$ cat config.mk
export PLATFORM = sky130hd
export DESIGN_NAME = gpbw_top
export DESIGN_NICKNAME = d
export VERILOG_FILES = /design/src/gpbw_pkg.sv /design/src/gpbw_top.sv
export SDC_FILE = /design/constraint.sdc
export NUM_CORES = 1
export LEC_CHECK = 0
export BUFFER_PORTS_ARGS = -buffer_cell sky130_fd_sc_hd__buf_2
export CAP_MARGIN = 20
export CORE_UTILIZATION = 57
export CTS_CLUSTER_DIAMETER = 100
export DETAILED_ROUTE_END_ITERATION = 10
export PLACE_DENSITY = 0.89
export SLEW_MARGIN = 20
export SYNTH_ARGS = -nofsm -noshare
export SYNTH_HDL_FRONTEND = slang
export SYNTH_SLANG_ARGS = --single-unit
$ cat constraint.sdc
create_clock -name sys_clk -period 2.95 [get_ports sys_clk]
set_clock_uncertainty 0.1 [all_clocks]
set_input_delay 0.4425 -clock sys_clk [delete_from_list [all_inputs] [get_ports sys_clk]]
set_output_delay 0.4425 -clock sys_clk [all_outputs]
set_load 0.02 [all_outputs]
$ cat src/gpbw_pkg.sv
// gpbw_pkg: constants, register map and carrier types for the gpio pad, boot and wake block
package gpbw_pkg;
  // ****************************************************************
  // sizes
  // ****************************************************************
  localparam int PIN_CNT = 8;
  localparam int SRC_CNT = PIN_CNT + 3;
  localparam int ADDR_W = 8;
  localparam int DATA_W = 32;
  localparam int CFG_W = 4;
  localparam int BOOT_PIN_IDX = 5;

  // ****************************************************************
  // register byte offsets
  // ****************************************************************
  localparam logic [ADDR_W-1:0] OFS_PORT_IN = 8'h00;
  localparam logic [ADDR_W-1:0] OFS_PORT_OUT = 8'h04;
  localparam logic [ADDR_W-1:0] OFS_PORT_SET = 8'h08;
  localparam logic [ADDR_W-1:0] OFS_PORT_CLR = 8'h0C;
  localparam logic [ADDR_W-1:0] OFS_PORT_CFG = 8'h10;
  localparam logic [ADDR_W-1:0] OFS_WAKE_EN = 8'h14;
  localparam logic [ADDR_W-1:0] OFS_WAKE_FILT = 8'h18;
  localparam logic [ADDR_W-1:0] OFS_WAKE_SEL = 8'h1C;
  localparam logic [ADDR_W-1:0] OFS_WAKE_STAT = 8'h20;
  localparam logic [ADDR_W-1:0] OFS_DBG_STAT = 8'h24;

  // ****************************************************************
  // pin configuration codes, one 4-bit field per pin
  // ****************************************************************
  localparam logic [CFG_W-1:0] CFG_ANALOG = 4'h0;
  localparam logic [CFG_W-1:0] CFG_IN_FLOAT = 4'h1;
  localparam logic [CFG_W-1:0] CFG_IN_PULL = 4'h2;
  localparam logic [CFG_W-1:0] CFG_OUT_PP = 4'h3;
  localparam logic [CFG_W-1:0] CFG_OUT_OD = 4'h4;
  localparam logic [CFG_W-1:0] CFG_ALT_PP = 4'h5;
  localparam logic [CFG_W-1:0] CFG_ALT_OD = 4'h6;
  localparam logic [DATA_W-1:0] CFG_RST = 32'h11111111;

  // ****************************************************************
  // wake source bit positions (filter, select and status registers)
  // ****************************************************************
  localparam int WSRC_PINS = 0;
  localparam int WSRC_SC1 = 1;
  localparam int WSRC_SC2 = 2;
  localparam int WSRC_IRQ4 = 3;
  localparam int WSRC_W = 4;

  // debug status bits
  localparam int DBG_BOOT_BIT = 0;
  localparam int DBG_MONITOR_BIT = 1;
  localparam int DBG_DONE_BIT = 2;

  // ****************************************************************
  // timing
  // ****************************************************************
  localparam int CLK_MHZ = 250;
  localparam int BOOT_HOLD_FAST_CYC = 512;
  localparam int MONITOR_CHECK_US = 3000;
  localparam int MONITOR_CHECK_CYC = MONITOR_CHECK_US * CLK_MHZ;
  localparam int FILT_SAMPLES = 3;

  // ****************************************************************
  // carriers
  // ****************************************************************
  typedef struct packed {
    logic wr;
    logic rd;
    logic [ADDR_W-1:0] addr;
    logic [DATA_W-1:0] wdata;
  } gpbw_bus_req_type;

  typedef struct packed {
    logic [PIN_CNT-1:0] out;
    logic [PIN_CNT-1:0] oe;
    logic [PIN_CNT-1:0] pu_en;
    logic [PIN_CNT-1:0] pd_en;
  } gpbw_pad_ctl_type;

  typedef enum logic [3:0] {
    BS_HOLD = 4'b0001,
    BS_SAMPLE = 4'b0010,
    BS_CHECK = 4'b0100,
    BS_DONE = 4'b1000
  } gpbw_boot_state_type;
endpackage : gpbw_pkg

$ cat src/gpbw_top.sv
// gpbw_top: gpio pad control, boot strap sampling and deep sleep wake monitor
//
// Overview of operation
// - strap sequence runs only after a pin or always-on power reset.
// - during reset and 512 fast oscillator cycles, boot pin is pulled-up input.
// - sample boot pin after delay; high gives normal start, low gives monitor.
// - in monitor, recheck boot pin after 3 ms; stay only if still low.
// - after sampling, boot pin falls back to a floating input.
// - sampled strap level held in readable status bit until next qualifying reset.
// - analog mode: drivers and pulls off, input reads as 1.
// - floating input: pulls and drivers off.
// - pull input: output bit 0 selects pull-down, 1 selects pull-up.
// - input mode: pin level read by software and passed to peripherals.
// - output mode drives output bit, push-pull or open-drain, pulls off.
// - set and clear registers change chosen output bits atomically.
// - drive 0 sinks; drive 1 releases in open-drain, sources in push-pull.
// - output register reads back last written value, not pin level.
// - alternate output driven by peripheral, pulls off, input still readable.
// - pin levels captured at sleep entry; enabled pin change wakes device.
// - any level change wakes; no edge or level selection.
// - wake status records pin activity, not which pin.
// - filter enable bits for pins, both serial controllers and interrupt four.
// - filtered source wakes after three equal slow samples unlike captured level.
// - pin wake needs pin select bit; analog pins never wake.
//
// Chosen here: the strobed register port and the register addresses.
`timescale 1ns/1ns
module gpbw_top
  import gpbw_pkg::*;
#(
  parameter int MONITOR_CYC = MONITOR_CHECK_CYC,
  parameter int HOLD_CYC = BOOT_HOLD_FAST_CYC
) (
  input wire logic sys_clk,
  input wire logic nrst,
  input wire logic boot_qual_rst_n,
  input wire logic fast_rc_oscillator,
  input wire logic slow_rc_oscillator,
  input wire gpbw_pkg::gpbw_bus_req_type bus_req,
  output logic [gpbw_pkg::DATA_W-1:0] rd_data,
  input wire logic [gpbw_pkg::PIN_CNT-1:0] pad_in,
  output gpbw_pkg::gpbw_pad_ctl_type pad_ctl,
  input wire logic [gpbw_pkg::PIN_CNT-1:0] periph_out,
  output logic [gpbw_pkg::PIN_CNT-1:0] periph_in,
  input wire logic serial_one_activity,
  input wire logic serial_two_activity,
  input wire logic irq_four_in,
  input wire logic deep_sleep,
  output logic wake_req,
  output logic boot_monitor_active,
  output logic boot_seq_done
);
  import gpbw_pkg::*;

  localparam int MON_W = $clog2(MONITOR_CYC + 1);
  localparam int HOLD_W = $clog2(HOLD_CYC + 1);

  // ****************************************************************
  // synchronisers
  // ****************************************************************
  logic [PIN_CNT-1:0] pin_s1_q;
  logic [PIN_CNT-1:0] pin_s2_q;
  logic [2:0] ext_s1_q;
  logic [2:0] ext_s2_q;
  logic [2:0] fosc_q;
  logic [2:0] sosc_q;

  // every asynchronous level passes two flops before use
  always_ff @(posedge sys_clk or negedge nrst) begin
    if (!nrst) begin
      pin_s1_q <= '0;
      pin_s2_q <= '0;
      ext_s1_q <= '0;
      ext_s2_q <= '0;
    end else begin
      pin_s1_q <= pad_in;
      pin_s2_q <= pin_s1_q;
      ext_s1_q <= {irq_four_in, serial_two_activity, serial_one_activity};
      ext_s2_q <= ext_s1_q;
    end
  end

  // oscillator edges: third stage only feeds the edge detector
  always_ff @(posedge sys_clk or negedge nrst) begin
    if (!nrst) begin
      fosc_q <= '0;
      sosc_q <= '0;
    end else begin
      fosc_q <= {fosc_q[1:0], fast_rc_oscillator};
      sosc_q <= {sosc_q[1:0], slow_rc_oscillator};
    end
  end

  logic fosc_tick;
  logic sosc_tick;
  assign fosc_tick = fosc_q[1] & ~fosc_q[2];
  assign sosc_tick = sosc_q[1] & ~sosc_q[2];

  // ****************************************************************
  // registers
  // ****************************************************************
  logic [PIN_CNT-1:0] out_q;
  logic [DATA_W-1:0] cfg_q;
  logic [PIN_CNT-1:0] wake_en_q;
  logic [WSRC_W-1:0] filt_q;
  logic [WSRC_W-1:0] sel_q;
  logic [WSRC_W-1:0] wstat_q;
  logic [WSRC_W-1:0] wstat_set;
  logic [DATA_W-1:0] rd_data_q;
  logic [PIN_CNT-1:0] in_lvl;
  logic [PIN_CNT-1:0] is_analog;
  logic boot_strap_q;
  gpbw_boot_state_type boot_state_q;

  logic wr_out;
  logic wr_set;
  logic wr_clr;
  assign wr_out = bus_req.wr && (bus_req.addr == OFS_PORT_OUT);
  assign wr_set = bus_req.wr && (bus_req.addr == OFS_PORT_SET);
  assign wr_clr = bus_req.wr && (bus_req.addr == OFS_PORT_CLR);

  // output bits: plain write, or atomic set/clear of selected bits only
  always_ff @(posedge sys_clk or negedge nrst) begin
    if (!nrst) begin
      out_q <= '0;
    end else if (wr_out) begin
      out_q <= bus_req.wdata[PIN_CNT-1:0];
    end else if (wr_set) begin
      out_q <= out_q | bus_req.wdata[PIN_CNT-1:0];
    end else if (wr_clr) begin
      out_q <= out_q & ~bus_req.wdata[PIN_CNT-1:0];
    end
  end

  // configuration and wake control registers
  always_ff @(posedge sys_clk or negedge nrst) begin
    if (!nrst) begin
      cfg_q <= CFG_RST;
      wake_en_q <= '0;
      filt_q <= '0;
      sel_q <= '0;
    end else if (bus_req.wr) begin
      if (bus_req.addr == OFS_PORT_CFG) begin
        cfg_q <= bus_req.wdata;
      end else if (bus_req.addr == OFS_WAKE_EN) begin
        wake_en_q <= bus_req.wdata[PIN_CNT-1:0];
      end else if (bus_req.addr == OFS_WAKE_FILT) begin
        filt_q <= bus_req.wdata[WSRC_W-1:0];
      end else if (bus_req.addr == OFS_WAKE_SEL) begin
        sel_q <= bus_req.wdata[WSRC_W-1:0];
      end
    end
  end

  // wake status: write one to clear, a new wake in the same cycle wins
  always_ff @(posedge sys_clk or negedge nrst) begin
    if (!nrst) begin
      wstat_q <= '0;
    end else if (bus_req.wr && (bus_req.addr == OFS_WAKE_STAT)) begin
      wstat_q <= (wstat_q & ~bus_req.wdata[WSRC_W-1:0]) | wstat_set;
    end else begin
      wstat_q <= wstat_q | wstat_set;
    end
  end

  // read mux, data valid the cycle after the strobe; unmapped reads zero
  always_ff @(posedge sys_clk or negedge nrst) begin
    if (!nrst) begin
      rd_data_q <= '0;
    end else if (bus_req.rd) begin
      rd_data_q <= '0;
      if (bus_req.addr == OFS_PORT_IN) begin
        rd_data_q[PIN_CNT-1:0] <= in_lvl;
      end else if (bus_req.addr == OFS_PORT_OUT) begin
        rd_data_q[PIN_CNT-1:0] <= out_q;
      end else if (bus_req.addr == OFS_PORT_CFG) begin
        rd_data_q <= cfg_q;
      end else if (bus_req.addr == OFS_WAKE_EN) begin
        rd_data_q[PIN_CNT-1:0] <= wake_en_q;
      end else if (bus_req.addr == OFS_WAKE_FILT) begin
        rd_data_q[WSRC_W-1:0] <= filt_q;
      end else if (bus_req.addr == OFS_WAKE_SEL) begin
        rd_data_q[WSRC_W-1:0] <= sel_q;
      end else if (bus_req.addr == OFS_WAKE_STAT) begin
        rd_data_q[WSRC_W-1:0] <= wstat_q;
      end else if (bus_req.addr == OFS_DBG_STAT) begin
        rd_data_q[DBG_BOOT_BIT] <= boot_strap_q;
        rd_data_q[DBG_MONITOR_BIT] <= boot_monitor_active;
        rd_data_q[DBG_DONE_BIT] <= boot_seq_done;
      end
    end else begin
      rd_data_q <= '0;
    end
  end
  assign rd_data = rd_data_q;

  // ****************************************************************
  // boot strap sequence, reset only by pin or always-on power reset
  // ****************************************************************
  logic [HOLD_W-1:0] hold_cnt_q;
  logic [MON_W-1:0] mon_cnt_q;
  logic boot_pin_lvl;
  assign boot_pin_lvl = pin_s2_q[BOOT_PIN_IDX];

  // other resets leave this state and the strap status untouched
  always_ff @(posedge sys_clk or negedge boot_qual_rst_n) begin
    if (!boot_qual_rst_n) begin
      boot_state_q <= BS_HOLD;
      hold_cnt_q <= '0;
      mon_cnt_q <= '0;
      boot_strap_q <= 1'b1;
      boot_monitor_active <= 1'b0;
    end else begin
      case (boot_state_q)
        BS_HOLD: begin
          if (fosc_tick) begin
            hold_cnt_q <= hold_cnt_q + 1'b1;
          end
          if (hold_cnt_q == HOLD_W'(HOLD_CYC)) begin
            boot_state_q <= BS_SAMPLE;
          end
        end
        BS_SAMPLE: begin
          boot_strap_q <= boot_pin_lvl;
          boot_monitor_active <= ~boot_pin_lvl;
          boot_state_q <= boot_pin_lvl ? BS_DONE : BS_CHECK;
        end
        BS_CHECK: begin
          mon_cnt_q <= mon_cnt_q + 1'b1;
          if (mon_cnt_q == MON_W'(MONITOR_CYC - 1)) begin
            boot_monitor_active <= ~boot_pin_lvl;
            boot_state_q <= BS_DONE;
          end
        end
        BS_DONE: begin
          boot_state_q <= BS_DONE;
        end
        default: begin
          boot_state_q <= BS_HOLD;
        end
      endcase
    end
  end
  assign boot_seq_done = (boot_state_q == BS_DONE);

  // ****************************************************************
  // pad drivers
  // ****************************************************************
  logic [PIN_CNT-1:0] pad_out_d;
  logic [PIN_CNT-1:0] pad_oe_d;
  logic [PIN_CNT-1:0] pad_pu_d;
  logic [PIN_CNT-1:0] pad_pd_d;

  // per-pin mode decode; the boot hold overrides the strap pin
  always_comb begin
    logic [CFG_W-1:0] mode;
    logic val;
    mode = '0;
    val = 1'b0;
    for (int i = 0; i < PIN_CNT; i++) begin
      mode = cfg_q[i*CFG_W +: CFG_W];
      is_analog[i] = (mode == CFG_ANALOG);
      in_lvl[i] = is_analog[i] ? 1'b1 : pin_s2_q[i];
      pad_out_d[i] = 1'b0;
      pad_oe_d[i] = 1'b0;
      pad_pu_d[i] = 1'b0;
      pad_pd_d[i] = 1'b0;
      val = (mode == CFG_ALT_PP || mode == CFG_ALT_OD) ? periph_out[i] : out_q[i];
      case (mode)
        CFG_IN_PULL: begin
          pad_pu_d[i] = out_q[i];
          pad_pd_d[i] = ~out_q[i];
        end
        CFG_OUT_PP, CFG_ALT_PP: begin
          pad_oe_d[i] = 1'b1;
          pad_out_d[i] = val;
        end
        CFG_OUT_OD, CFG_ALT_OD: begin
          pad_oe_d[i] = ~val;
          pad_out_d[i] = 1'b0;
        end
        default: begin
          pad_oe_d[i] = 1'b0;
        end
      endcase
    end
    // released to normal config once sampled
    if (boot_state_q == BS_HOLD || boot_state_q == BS_SAMPLE) begin
      pad_oe_d[BOOT_PIN_IDX] = 1'b0;
      pad_out_d[BOOT_PIN_IDX] = 1'b0;
      pad_pu_d[BOOT_PIN_IDX] = 1'b1;
      pad_pd_d[BOOT_PIN_IDX] = 1'b0;
    end
  end

  gpbw_pad_ctl_type pad_q;
  logic boot_pu_q;

  // registered pad controls and peripheral inputs: one cycle of latency
  always_ff @(posedge sys_clk or negedge nrst) begin
    if (!nrst) begin
      pad_q <= '0;
      periph_in <= '0;
    end else begin
      pad_q.out <= pad_out_d;
      pad_q.oe <= pad_oe_d;
      pad_q.pu_en <= pad_pu_d;
      pad_q.pd_en <= pad_pd_d;
      periph_in <= in_lvl;
    end
  end

  // strap pull-up on the qualifying reset itself, so it is on while that reset is held
  always_ff @(posedge sys_clk or negedge boot_qual_rst_n) begin
    if (!boot_qual_rst_n) begin
      boot_pu_q <= 1'b1;
    end else begin
      boot_pu_q <= (boot_state_q == BS_HOLD) || (boot_state_q == BS_SAMPLE);
    end
  end

  // the general reset clears pad_q, so the strap pull is merged in after the flops
  assign pad_ctl = '{out: pad_q.out, oe: pad_q.oe, pd_en: pad_q.pd_en,
                     pu_en: pad_q.pu_en | (PIN_CNT'(boot_pu_q) << BOOT_PIN_IDX)};

  // ****************************************************************
  // wake monitor
  // ****************************************************************
  logic [SRC_CNT-1:0] src_lvl;
  logic [SRC_CNT-1:0] src_en;
  logic [SRC_CNT-1:0] src_filt;
  logic [SRC_CNT-1:0] cap_q;
  logic [SRC_CNT-1:0] h0_q;
  logic [SRC_CNT-1:0] h1_q;
  logic [SRC_CNT-1:0] h2_q;
  logic [SRC_CNT-1:0] hit;
  logic [1:0] smp_cnt_q;
  logic sleep_q;
  logic sleep_entry;

  assign src_lvl = {ext_s2_q, in_lvl};
  assign src_en = {sel_q[WSRC_IRQ4], sel_q[WSRC_SC2], sel_q[WSRC_SC1],
                   wake_en_q & ~is_analog & {PIN_CNT{sel_q[WSRC_PINS]}}};
  assign src_filt = {filt_q[WSRC_IRQ4], filt_q[WSRC_SC2], filt_q[WSRC_SC1], {PIN_CNT{filt_q[WSRC_PINS]}}};
  assign sleep_entry = deep_sleep & ~sleep_q;

  // capture levels at sleep entry and shift slow-clock samples while asleep
  always_ff @(posedge sys_clk or negedge nrst) begin
    if (!nrst) begin
      sleep_q <= 1'b0;
      cap_q <= '0;
      h0_q <= '0;
      h1_q <= '0;
      h2_q <= '0;
      smp_cnt_q <= '0;
    end else begin
      sleep_q <= deep_sleep;
      if (sleep_entry) begin
        cap_q <= src_lvl;
        smp_cnt_q <= '0;
      end else if (sleep_q && sosc_tick) begin
        h0_q <= src_lvl;
        h1_q <= h0_q;
        h2_q <= h1_q;
        if (smp_cnt_q != 2'(FILT_SAMPLES)) begin
          smp_cnt_q <= smp_cnt_q + 1'b1;
        end
      end
    end
  end

  // any difference counts, no edge selection; filtered needs three agreeing samples
  always_comb begin
    for (int i = 0; i < SRC_CNT; i++) begin
      if (src_filt[i]) begin
        hit[i] = (smp_cnt_q == 2'(FILT_SAMPLES)) && (h0_q[i] == h1_q[i]) &&
                 (h1_q[i] == h2_q[i]) && (h0_q[i] != cap_q[i]);
      end else begin
        hit[i] = (src_lvl[i] != cap_q[i]);
      end
      hit[i] = hit[i] & src_en[i] & sleep_q & ~sleep_entry;
    end
  end

  // only the class of source is recorded, not the pin
  assign wstat_set = {hit[PIN_CNT+2], hit[PIN_CNT+1], hit[PIN_CNT], |hit[PIN_CNT-1:0]};

  // wake request holds until the power manager leaves sleep
  always_ff @(posedge sys_clk or negedge nrst) begin
    if (!nrst) begin
      wake_req <= 1'b0;
    end else if (!deep_sleep) begin
      wake_req <= 1'b0;
    end else if (|hit) begin
      wake_req <= 1'b1;
    end
  end
endmodule : gpbw_top

==> results of run 1 <==
-- worst max-delay path, stage by stage, from the launching register on --
cell and delay (ns):
dfrtp_1 0.44, o41ai_1 0.67, nor2_1 0.14, or4_1 0.46, o311ai_1 0.31, a21oi_1 0.12
o21a_1 0.20
-- logic make-up (layout without fill, tap and decap cells) --
| group | count (synthesis) | count (layout) | synth area share |
|---|---|---|---|
| xor gates and xnor gates | 43 | 43 | 0.03634 |
| DFF | 245 | 245 | 0.5929 |
| muxes | 90 | 90 | 0.09695 |
| adders and majority gates | 4 | 4 | 0.004829 |
| and+or+nand+nor | 276 | 276 | 0.1489 |
| AOI/OAI and AO/OA | 129 | 129 | 0.08004 |
| buffers and inverters | 75 | 240 | 0.04008 |
-- layout by cell type, fill, tap and decap left out, types with 9 or more instances in the layout --
cell type	n
and2_1	27
nor3b_1	10
nor4_1	17
o22ai_1	16
dlygate4sd3_1	16
dfrtp_1	234
inv_1	24
nor2_1	39
clkbuf_16	24
clkbuf_1	9
o21ai_0	39
nor2b_1	22
xnor2_1	33
nand2_1	68
a21oi_1	30
nand3_1	11
dfstp_2	11
mux2_2	83
buf_4	14
a22oi_1	9
buf_2	140
xor2_1	10
nor4b_1	15
nand2b_1	9
nor3_1	13
-- per-layer routing --
| metal | vias to the layer above | routed length (um) |
|---|---|---|
| li1 | 3327 | - |
| met4 | 2 | 857 |
| met3 | 65 | 1771 |
| met1 | 3568 | 9365 |
| met2 | 326 | 11430 |
| met5 | - | 10 |
-- worst paths after layout --
path | to | cells past startpoint | slack (ns)
max | wake_req$_DFFE_PN0P_ | 6 | 0.38
min | cfg_q[21]$_DFFE_PN0P_ | 2 | 0.04
max reg2reg | wake_req$_DFFE_PN0P_ | 6 | 0.38
min reg2reg | ext_s2_q[0]$_DFF_PN0_ | 0 | 0.25
max in group asynchronous | cfg_q[0]$_DFFE_PN1P_ | 3 | 1.52
min in group asynchronous | sosc_q[0]$_DFF_PN0_ | 2 | 0.40
-- cell type report --
class,count,share of cell area
Sequential cell,245,0.5071
Inverter,24,0.007434
Tap cell,225,0.02323
Timing Repair Buffer,173,0.08415
Clock inverter,4,0.004646
Clock buffer,39,0.05916
Multi-Input combinational cell,542,0.3143
-- sequential cells by signal (all words and copies together) (netlist names), 10 cells and up, named ones only --
signal and flops:
cap_q 11, cfg_q 32, h0_q 11, h1_q 11
h2_q 11, hold_cnt_q 10, mon_cnt_q 20, pad_ctl 24
rd_data 32
-- report_power, final --
group	switching [mW]	leakage [nW]	internal [mW]
logic	0.370	2.23	0.363
registers	0.281	3.13	3.64
clock network	1.23	0.378	1.75
==> metrics.txt, run 1 <==
Ys Warns 0; Core ar. 17,540 um^2; Max IR drop VDD 476.8 uV; clock sinks 245; initial core utilization 0.5910; relative slew slack 0.4637; pre-CTS setup slack 0.4586 ns; Nets 1,081; Finished Layout Cells 1,252; worst setup margin 0.3821 ns; Die Span Y 136.8 um; Setup Fix Bufs, Post-CTS 0; FP Rows 48; grt ovf 0; design area 12,120 um^2; CTS tree built; GRT Util Overall 0.2566; n_diodes 0; Crit. End Element flop; Worst Tran Pin Value 0.8044 ns; Clock Latency Late Sink 0.53 ns; PortBufs 141; achievable frequency 0.3894 GHz; Cell Area, Synth 10,360 um^2; RSZ-0062 raised after global routing false; top_reg_cell synth dfrtp_1; placed cell area 11,180 um^2; final design utilization 0.6910; routed vias 7,288; 1st-iter DRT viols 697; Avg Cell Area, Syn 12.02 um^2; R2R Path Start cfg_q[9]$_DFFE_PN0P_; syn_nets 933; setup violators final 0; Placer Congestion 0.9310; Die W 136.8 um; worst-path fanout max 8; cts repair resizes 0; Antenna Nets Post-Route 0; Synth top area share 0.5650; Final Critical Period 2.568 ns; met2 usage 0.4236; met1 usage 0.3430; Hold WC Path Type input port to flop; Post-CTS Hold Buffers 16; largest net degree at the start of global routing 75; Pre-Repair DR Iteration Count 5; critical path data arrival time 2.88 ns; final hold vios 0; CTS Buffer Depth 3; H-tree depth 1; area of the multi-input gates 3809 um^2; total wire length 23,430 um; most frequent cell after synthesis dfrtp_1; register area share after synthesis 0.5929; die area 18,730 um^2; Synth area leaders dfrtp_1 (57%), mux2_2 (9.0%), dfstp_2 (2.8%); fin crit share 0.8705; Post-Route Setup TNS 0 ns; Layout area overhead 16.93%; min-delay src bus_req[21]; met3 Use GR 0.04222; IO Count 142; vias in the first global route 7,092; Max Cap Viol 0; Worst-path clk slew 0.06 ns; Reg area 6145 um^2; Mapped Cells 862; DR DRC count 0; max-slew violations 0; Critical Path RT 3.26 ns; Vias per Instance 5.821; status completed; CP startpoint kind flop; Critical Path Start cfg_q[9]$_DFFE_PN0P_; FILL cells 1,249; placed insts 1,193; Synth Register Bits 245; power per cell area 629.6 nW/um^2; Pleak 5.745 nW; CTS root buf clkbuf_16; GRT Max-Usage Layer met2; Async S/R FF share, synth 1.000; largest area contributor in the netlist dfrtp_1; share of cells above drive strength 1 0.2892; drt wl/cell 18.72 um; initial antenna violation count 1; Inserted Clock Buffers 24; dpl hpwl 16,330 um; Cell variety after synth 55; worst hold margin 0.04284 ns; Power, Total 7.629 mW; synth cell count leaders dfrtp_1 (234), mux2_2 (83), nand2_1 (68); WS Path Type flop to flop; first-pass GRT wire length 36,880 um; number of synthesized flops with an enable pin 0
No activity file was read; power rests on OpenSTA's default activity.
==> run 2: changes to the inputs <==
--- a/config.mk
+++ b/config.mk
@@ -11,6 +11,7 @@
 export CTS_CLUSTER_DIAMETER = 100
 export DETAILED_ROUTE_END_ITERATION = 10
 export PLACE_DENSITY = 0.89
+export SETUP_SLACK_MARGIN = 0.4
 export SLEW_MARGIN = 20
 export SYNTH_ARGS = -nofsm -noshare
 export SYNTH_HDL_FRONTEND = slang
==> run 2 against run 1 <==
Critical path depth did not move. Sequential share of layout area fell by 0.11 points. Largest cell class unchanged. Via count rose by 0.45%.
==> metrics.txt, run 2 (synthesis results as in run 1) <==
status completed; WS Path Type flop to flop; commonest non-fill, non-tap cells in the layout dfrtp_1 (234), buf_2 (140), mux2_2 (83); Placer Congestion 0.9310 (unchanged); routed vias 7,321 (+0.45%); Switching Power 1.882 mW (+0.27%); switching share of power 0.2465 (+0.0004660); CTS tree built; final design utilization 0.6926 (+0.001570); PortBufs 141 (unchanged); Nets 1,081 (unchanged); Vias per Instance 5.847 (+0.45%); WL met1 9350 um (-0.16%); Hold WC Path Type input port to flop; DR DRC count 0 (unchanged); wire length on met2 11,540 um (+1.0%); design area 12,150 um^2 (+0.23%); Max IR drop VDD 475.6 uV (-0.25%); final hold vios 0 (unchanged); first-pass GRT wire length 36,880 um (unchanged); GRT Util Overall 0.2566 (unchanged); Worst-path clk slew 0.06 ns (about the same); fin crit share 0.8290 (-0.04143); drt wl/cell 18.85 um (+0.73%); worst hold margin 0.04324 ns (+0.0004072 ns); Pre-Repair DR Iteration Count 7 (+2); Max Cap Viol 0 (unchanged); initial core utilization 0.5910 (unchanged); Clk pwr share 0.390 (about the same); CTS Buffer Depth 3 (unchanged); Clock Latency Late Sink 0.53 ns (about the same); setup violators final 0 (unchanged); achievable frequency 0.4089 GHz (+5.0%); Crit. End Element flop; CTS root buf clkbuf_16; n_diodes 0 (unchanged); Gate power share 0.096 (about the same); Inserted Clock Buffers 24 (unchanged); grt ovf 0 (unchanged); largest net degree at the start of global routing 75 (unchanged); Post-Route Setup TNS 0 ns (unchanged); Pint 5.753 mW (about the same); IO Count 142 (unchanged); worst setup margin 0.5044 ns (+0.1222 ns); clock sinks 245 (unchanged); vias in the first global route 7,092 (unchanged); die area 18,730 um^2 (unchanged); FILL cells 1,240 (-0.72%); pre-CTS setup slack 0.4586 ns (unchanged); worst-path fanout max 7 (-1); RSZ-0062 raised after global routing false; placed cell area 11,180 um^2 (unchanged); share of cells above drive strength 1 0.2921 (+0.002921); sequential share of power 0.514 (about the same); total wire length 23,600 um (+0.73%); H-tree depth 1 (unchanged); Die Span Y 136.8 um (unchanged); max-slew violations 0 (unchanged); critical path data arrival time 2.75 ns (-0.13 ns); 1st-iter DRT viols 694 (-0.43%); power per cell area 628.6 nW/um^2 (-0.15%); Layout area overhead 17.19%; FF-to-FF setup slack 0.50 ns (+0.12 ns); Core ar. 17,540 um^2 (unchanged); initial antenna violation count 1 (unchanged); WL met3 1857 um (+4.9%); Die W 136.8 um (unchanged); top layer in use met5; Antenna Nets Post-Route 0 (unchanged); Critical Path RT 3.26 ns (about the same); Worst Tran Pin Value 0.8079 ns (+0.003518 ns); CP startpoint kind flop; dpl hpwl 16,330 um (unchanged); relative slew slack 0.4614 (-0.002345); FP Rows 48 (unchanged); Pleak 5.755 nW (+0.17%); commonest non-fill, non-tap cell in the layout dfrtp_1; Final Critical Period 2.446 ns (-0.1222 ns)
-- run 2: critical path, cell delays in order, from the launching register on --
cell and delay (ns):
dfrtp_1 0.48, o41ai_4 0.42, o22ai_1 0.16, or4_1 0.53, o311ai_1 0.31, a21oi_1 0.12, o21a_1 0.20
-- run 2: layout make-up --
class	count	area, um^2	share of cell area
Clock inverter	4	56.30	0.004636
Multi-Input combinational cell	542	3836	0.3159
Sequential cell	245	6145	0.5059
Timing Repair Buffer	173	1020	0.08396
Tap cell	225	281.5	0.02318
Clock buffer	39	716.9	0.05903
Inverter	24	90.09	0.007417
-- run 2: routing by layer --
| metal | global-route usage | vias up |
|---|---|---|
| met5 | 0 | - |
| met4 | 0.09402 | 2 |
| met3 | 0.04222 | 63 |
| met2 | 0.4236 | 348 |
| met1 | 0.3430 | 3580 |
| li1 | - | 3328 |
-- run 2: per-stage QoR --
step / power, mW / instances
after global routing: 7.937 / 1252
after floorplan: 4.361 / 862
final: 7.635 / 1252
after CTS: 7.676 / 1252
after global placement: 4.625 / 1193
after detailed placement: 4.679 / 1193
-- run 2: what timing repair did --
| action | CTS | global route |
|---|---|---|
| hold buffers | 16 | 0 |
| buffers inserted | 0 | 0 |
| setup endpoints to repair | 0 | 6 |
| endpoints found under the hold margin | 115 | 0 |
| gates resized for setup | 0 | 4 |
-- run 2: path summary, 6_finish.rpt --
check	start	to	depth (start not counted)
max in group asynchronous	nrst	cfg_q[0]$_DFFE_PN1P_	3
max	cfg_q[1]$_DFFE_PN0P_	wake_req$_DFFE_PN0P_	6
min	bus_req[24]	cfg_q[24]$_DFFE_PN1P_	2
max reg2reg	cfg_q[1]$_DFFE_PN0P_	wake_req$_DFFE_PN0P_	6
min reg2reg	ext_s1_q[0]$_DFF_PN0_	ext_s2_q[0]$_DFF_PN0_	0
min in group asynchronous	nrst	h1_q[6]$_DFFE_PN0P_	2
-- run 2: power by group through the flow --
stage | combinational [mW] | clock (mW) | sequential [mW]
after floorplan | 0.461 | 0 | 3.90
after global placement | 0.675 | 0 | 3.95
after detailed placement | 0.705 | 0 | 3.97
after CTS | 0.738 | 3.02 | 3.92
after global routing | 0.809 | 3.16 | 3.97
final | 0.734 | 2.97 | 3.93
==> run 3: changes to the inputs <==
==> constraint.sdc (replaced) <==
create_clock -name sys_clk -period 2.4 [get_ports sys_clk]
set_clock_uncertainty 0.1 [all_clocks]
set_input_delay 0.36 -clock sys_clk [delete_from_list [all_inputs] [get_ports sys_clk]]
set_output_delay 0.36 -clock sys_clk [all_outputs]
set_load 0.02 [all_outputs]
==> run 3 against run 2 <==
Sequential share of layout area is 3.5 points lower. Sequential cell count did not move. Largest power group unchanged. Power is 31% higher. Critical endpoint is now mon_cnt_q[18]$_DFFE_PN0N_. First-iteration DRC count grew 10%. Hold slack worse by 0.015 ns. Clock power grew 39%.
==> metrics.txt, run 3 (synthesis results as in run 1) <==
status completed; critical path data arrival time 2.50 ns (-0.25 ns); Die Span Y 136.8 um (unchanged); share of cells above drive strength 1 0.3545 (+0.06243); drt wl/cell 20.10 um (+6.6%); Layout area overhead 26.05%; CP startpoint kind flop; clock sinks 245 (unchanged); vias in the first global route 7,855 (+11%); relative slew slack 0.4574 (-0.003996); IO Count 142 (unchanged); final hold vios 0 (unchanged); Placer Congestion 0.9278 (-0.34%); CTS Buffer Depth 3 (unchanged); largest net degree at the start of global routing 72 (-4.0%); commonest non-fill, non-tap cells in the layout dfrtp_1 (229), buf_2 (139), mux2_2 (83); fin crit share 0.8972 (+0.06814); Reg area 6151 um^2 (+0.10%); Nets 1,152 (+6.6%); hold path depth 2 (unchanged); Final Critical Period 2.153 ns (-0.2924 ns); grt ovf 0 (unchanged); FP Rows 48 (unchanged); PortBufs 141 (unchanged); die area 18,730 um^2 (unchanged); Die W 136.8 um (unchanged); Crit. End Element flop; worst r2r path cells 7 (+1); total wire length 26,650 um (+13%); H-tree depth 1 (unchanged); max-slew violations 0 (unchanged); 1st-iter DRT viols 766 (+10%); CTS tree built; worst hold margin 0.02845 ns (-0.01479 ns); Worst-path clk slew 0.06 ns (about the same); Pleak 6.222 nW (+8.1%); routed vias 7,886 (+7.7%); Max IR drop VDD 765.5 uV (+61%); WS Path Type flop to flop; worst-path fanout max 3 (-4); DR DRC count 0 (unchanged); Vias per Instance 5.947 (+1.7%); Critical Path RT 2.74 ns (-0.52 ns); Pre-Repair DR Iteration Count 5 (-2); RSZ-0062 raised after global routing true; initial antenna violation count 2 (+1); first-pass GRT wire length 40,610 um (+10%); commonest non-fill, non-tap cell in the layout dfrtp_1; CTS root buf clkbuf_16; Antenna Nets Post-Route 0 (unchanged); GRT Util Overall 0.2842 (+0.02760); Post-Route Setup TNS 0 ns (unchanged); Power, Total 9.996 mW (+31%); achievable frequency 0.4644 GHz (+14%); dpl hpwl 16,540 um (+1.3%); FILL cells 1,043 (-16%); Max Cap Viol 0 (unchanged); Hold WC Path Type input port to flop; setup violators final 0 (unchanged); area of the multi-input gates 4043 um^2 (+5.4%); initial core utilization 0.5910 (unchanged); Core ar. 17,540 um^2 (unchanged); Inserted Clock Buffers 25 (+4.2%); Clock Latency Late Sink 0.53 ns (about the same); Worst Tran Pin Value 0.8139 ns (+0.005994 ns); power per cell area 765.2 nW/um^2 (+22%)
==> run 3: power by group <==
part	total, mW	switching (mW)	internal [mW]
Clock	4.13	1.63	2.49
Combinational	1.03	0.512	0.516
Sequential	4.84	0.362	4.48
==> run 3: metal layers <==
metal  part of all wire  global-route usage  up-vias
met5                  0                   0        -
met1               0.38              0.3449     3835
met2               0.49              0.4839      469
li1                   -                   -     3468
met4              0.049              0.1374        0
met3              0.080             0.05889      114
==> run 3: final cells by class <==
cell class	instances	share of cell area
Antenna cell	1	0.0001916
Clock buffer	27	0.04923
Clock inverter	19	0.01829
Inverter	24	0.006896
Multi-Input combinational cell	542	0.3095
Sequential cell	245	0.4708
Tap cell	225	0.02155
Timing Repair Buffer	243	0.1236
==> run 3: final timing paths <==
check | start | to | slack, ns
worst min-delay path | bus_req[4] | flop | 0.03
worst max-delay path | mon_cnt_q[1]$_DFFE_PN0N_ | mon_cnt_q[18]$_DFFE_PN0N_ | 0.25
worst max register to register | mon_cnt_q[1]$_DFFE_PN0N_ | mon_cnt_q[18]$_DFFE_PN0N_ | 0.25
min in group asynchronous | nrst | periph_in[2]$_DFF_PN0_ | 0.30
max in group asynchronous | nrst | cfg_q[8]$_DFFE_PN1P_ | 1.20
worst min register to register | fosc_q[0]$_DFF_PN0_ | fosc_q[1]$_DFF_PN0_ | 0.24
==> run 3: per-stage QoR <==
step           cells  setup WS [ns]  utilization  cell area (um^2)
5_1_grt         1326         0.1586       0.7449             13060
3_3_place_gp    1210         0.1921       0.6459             11330
6_report        1326         0.2468       0.7449             13060
4_1_cts         1311         0.2813       0.7315             12830
3_5_place_dp    1210        0.05416       0.6459             11330
2_1_floorplan    862         0.3624            -             10380
==> run 3: worst max-delay path: stages, from the launching register on <==
cell and delay, ns:
dfrtp_1 0.38, ha_2 0.21, and4_1 0.24, and3_4 0.20, nand4_1 0.17, or3_4 0.44
nor3_4 0.15, xor2_1 0.18
==> run 3: timing repair <==
item	4_1_cts	5_1_grt
pin swaps	8	17
hold buffers	41	0
buffers inserted	14	14
resized for setup	20	27
cloned	0	0
hold endpoints to repair	137	0
endpoints found under the setup margin	9	19
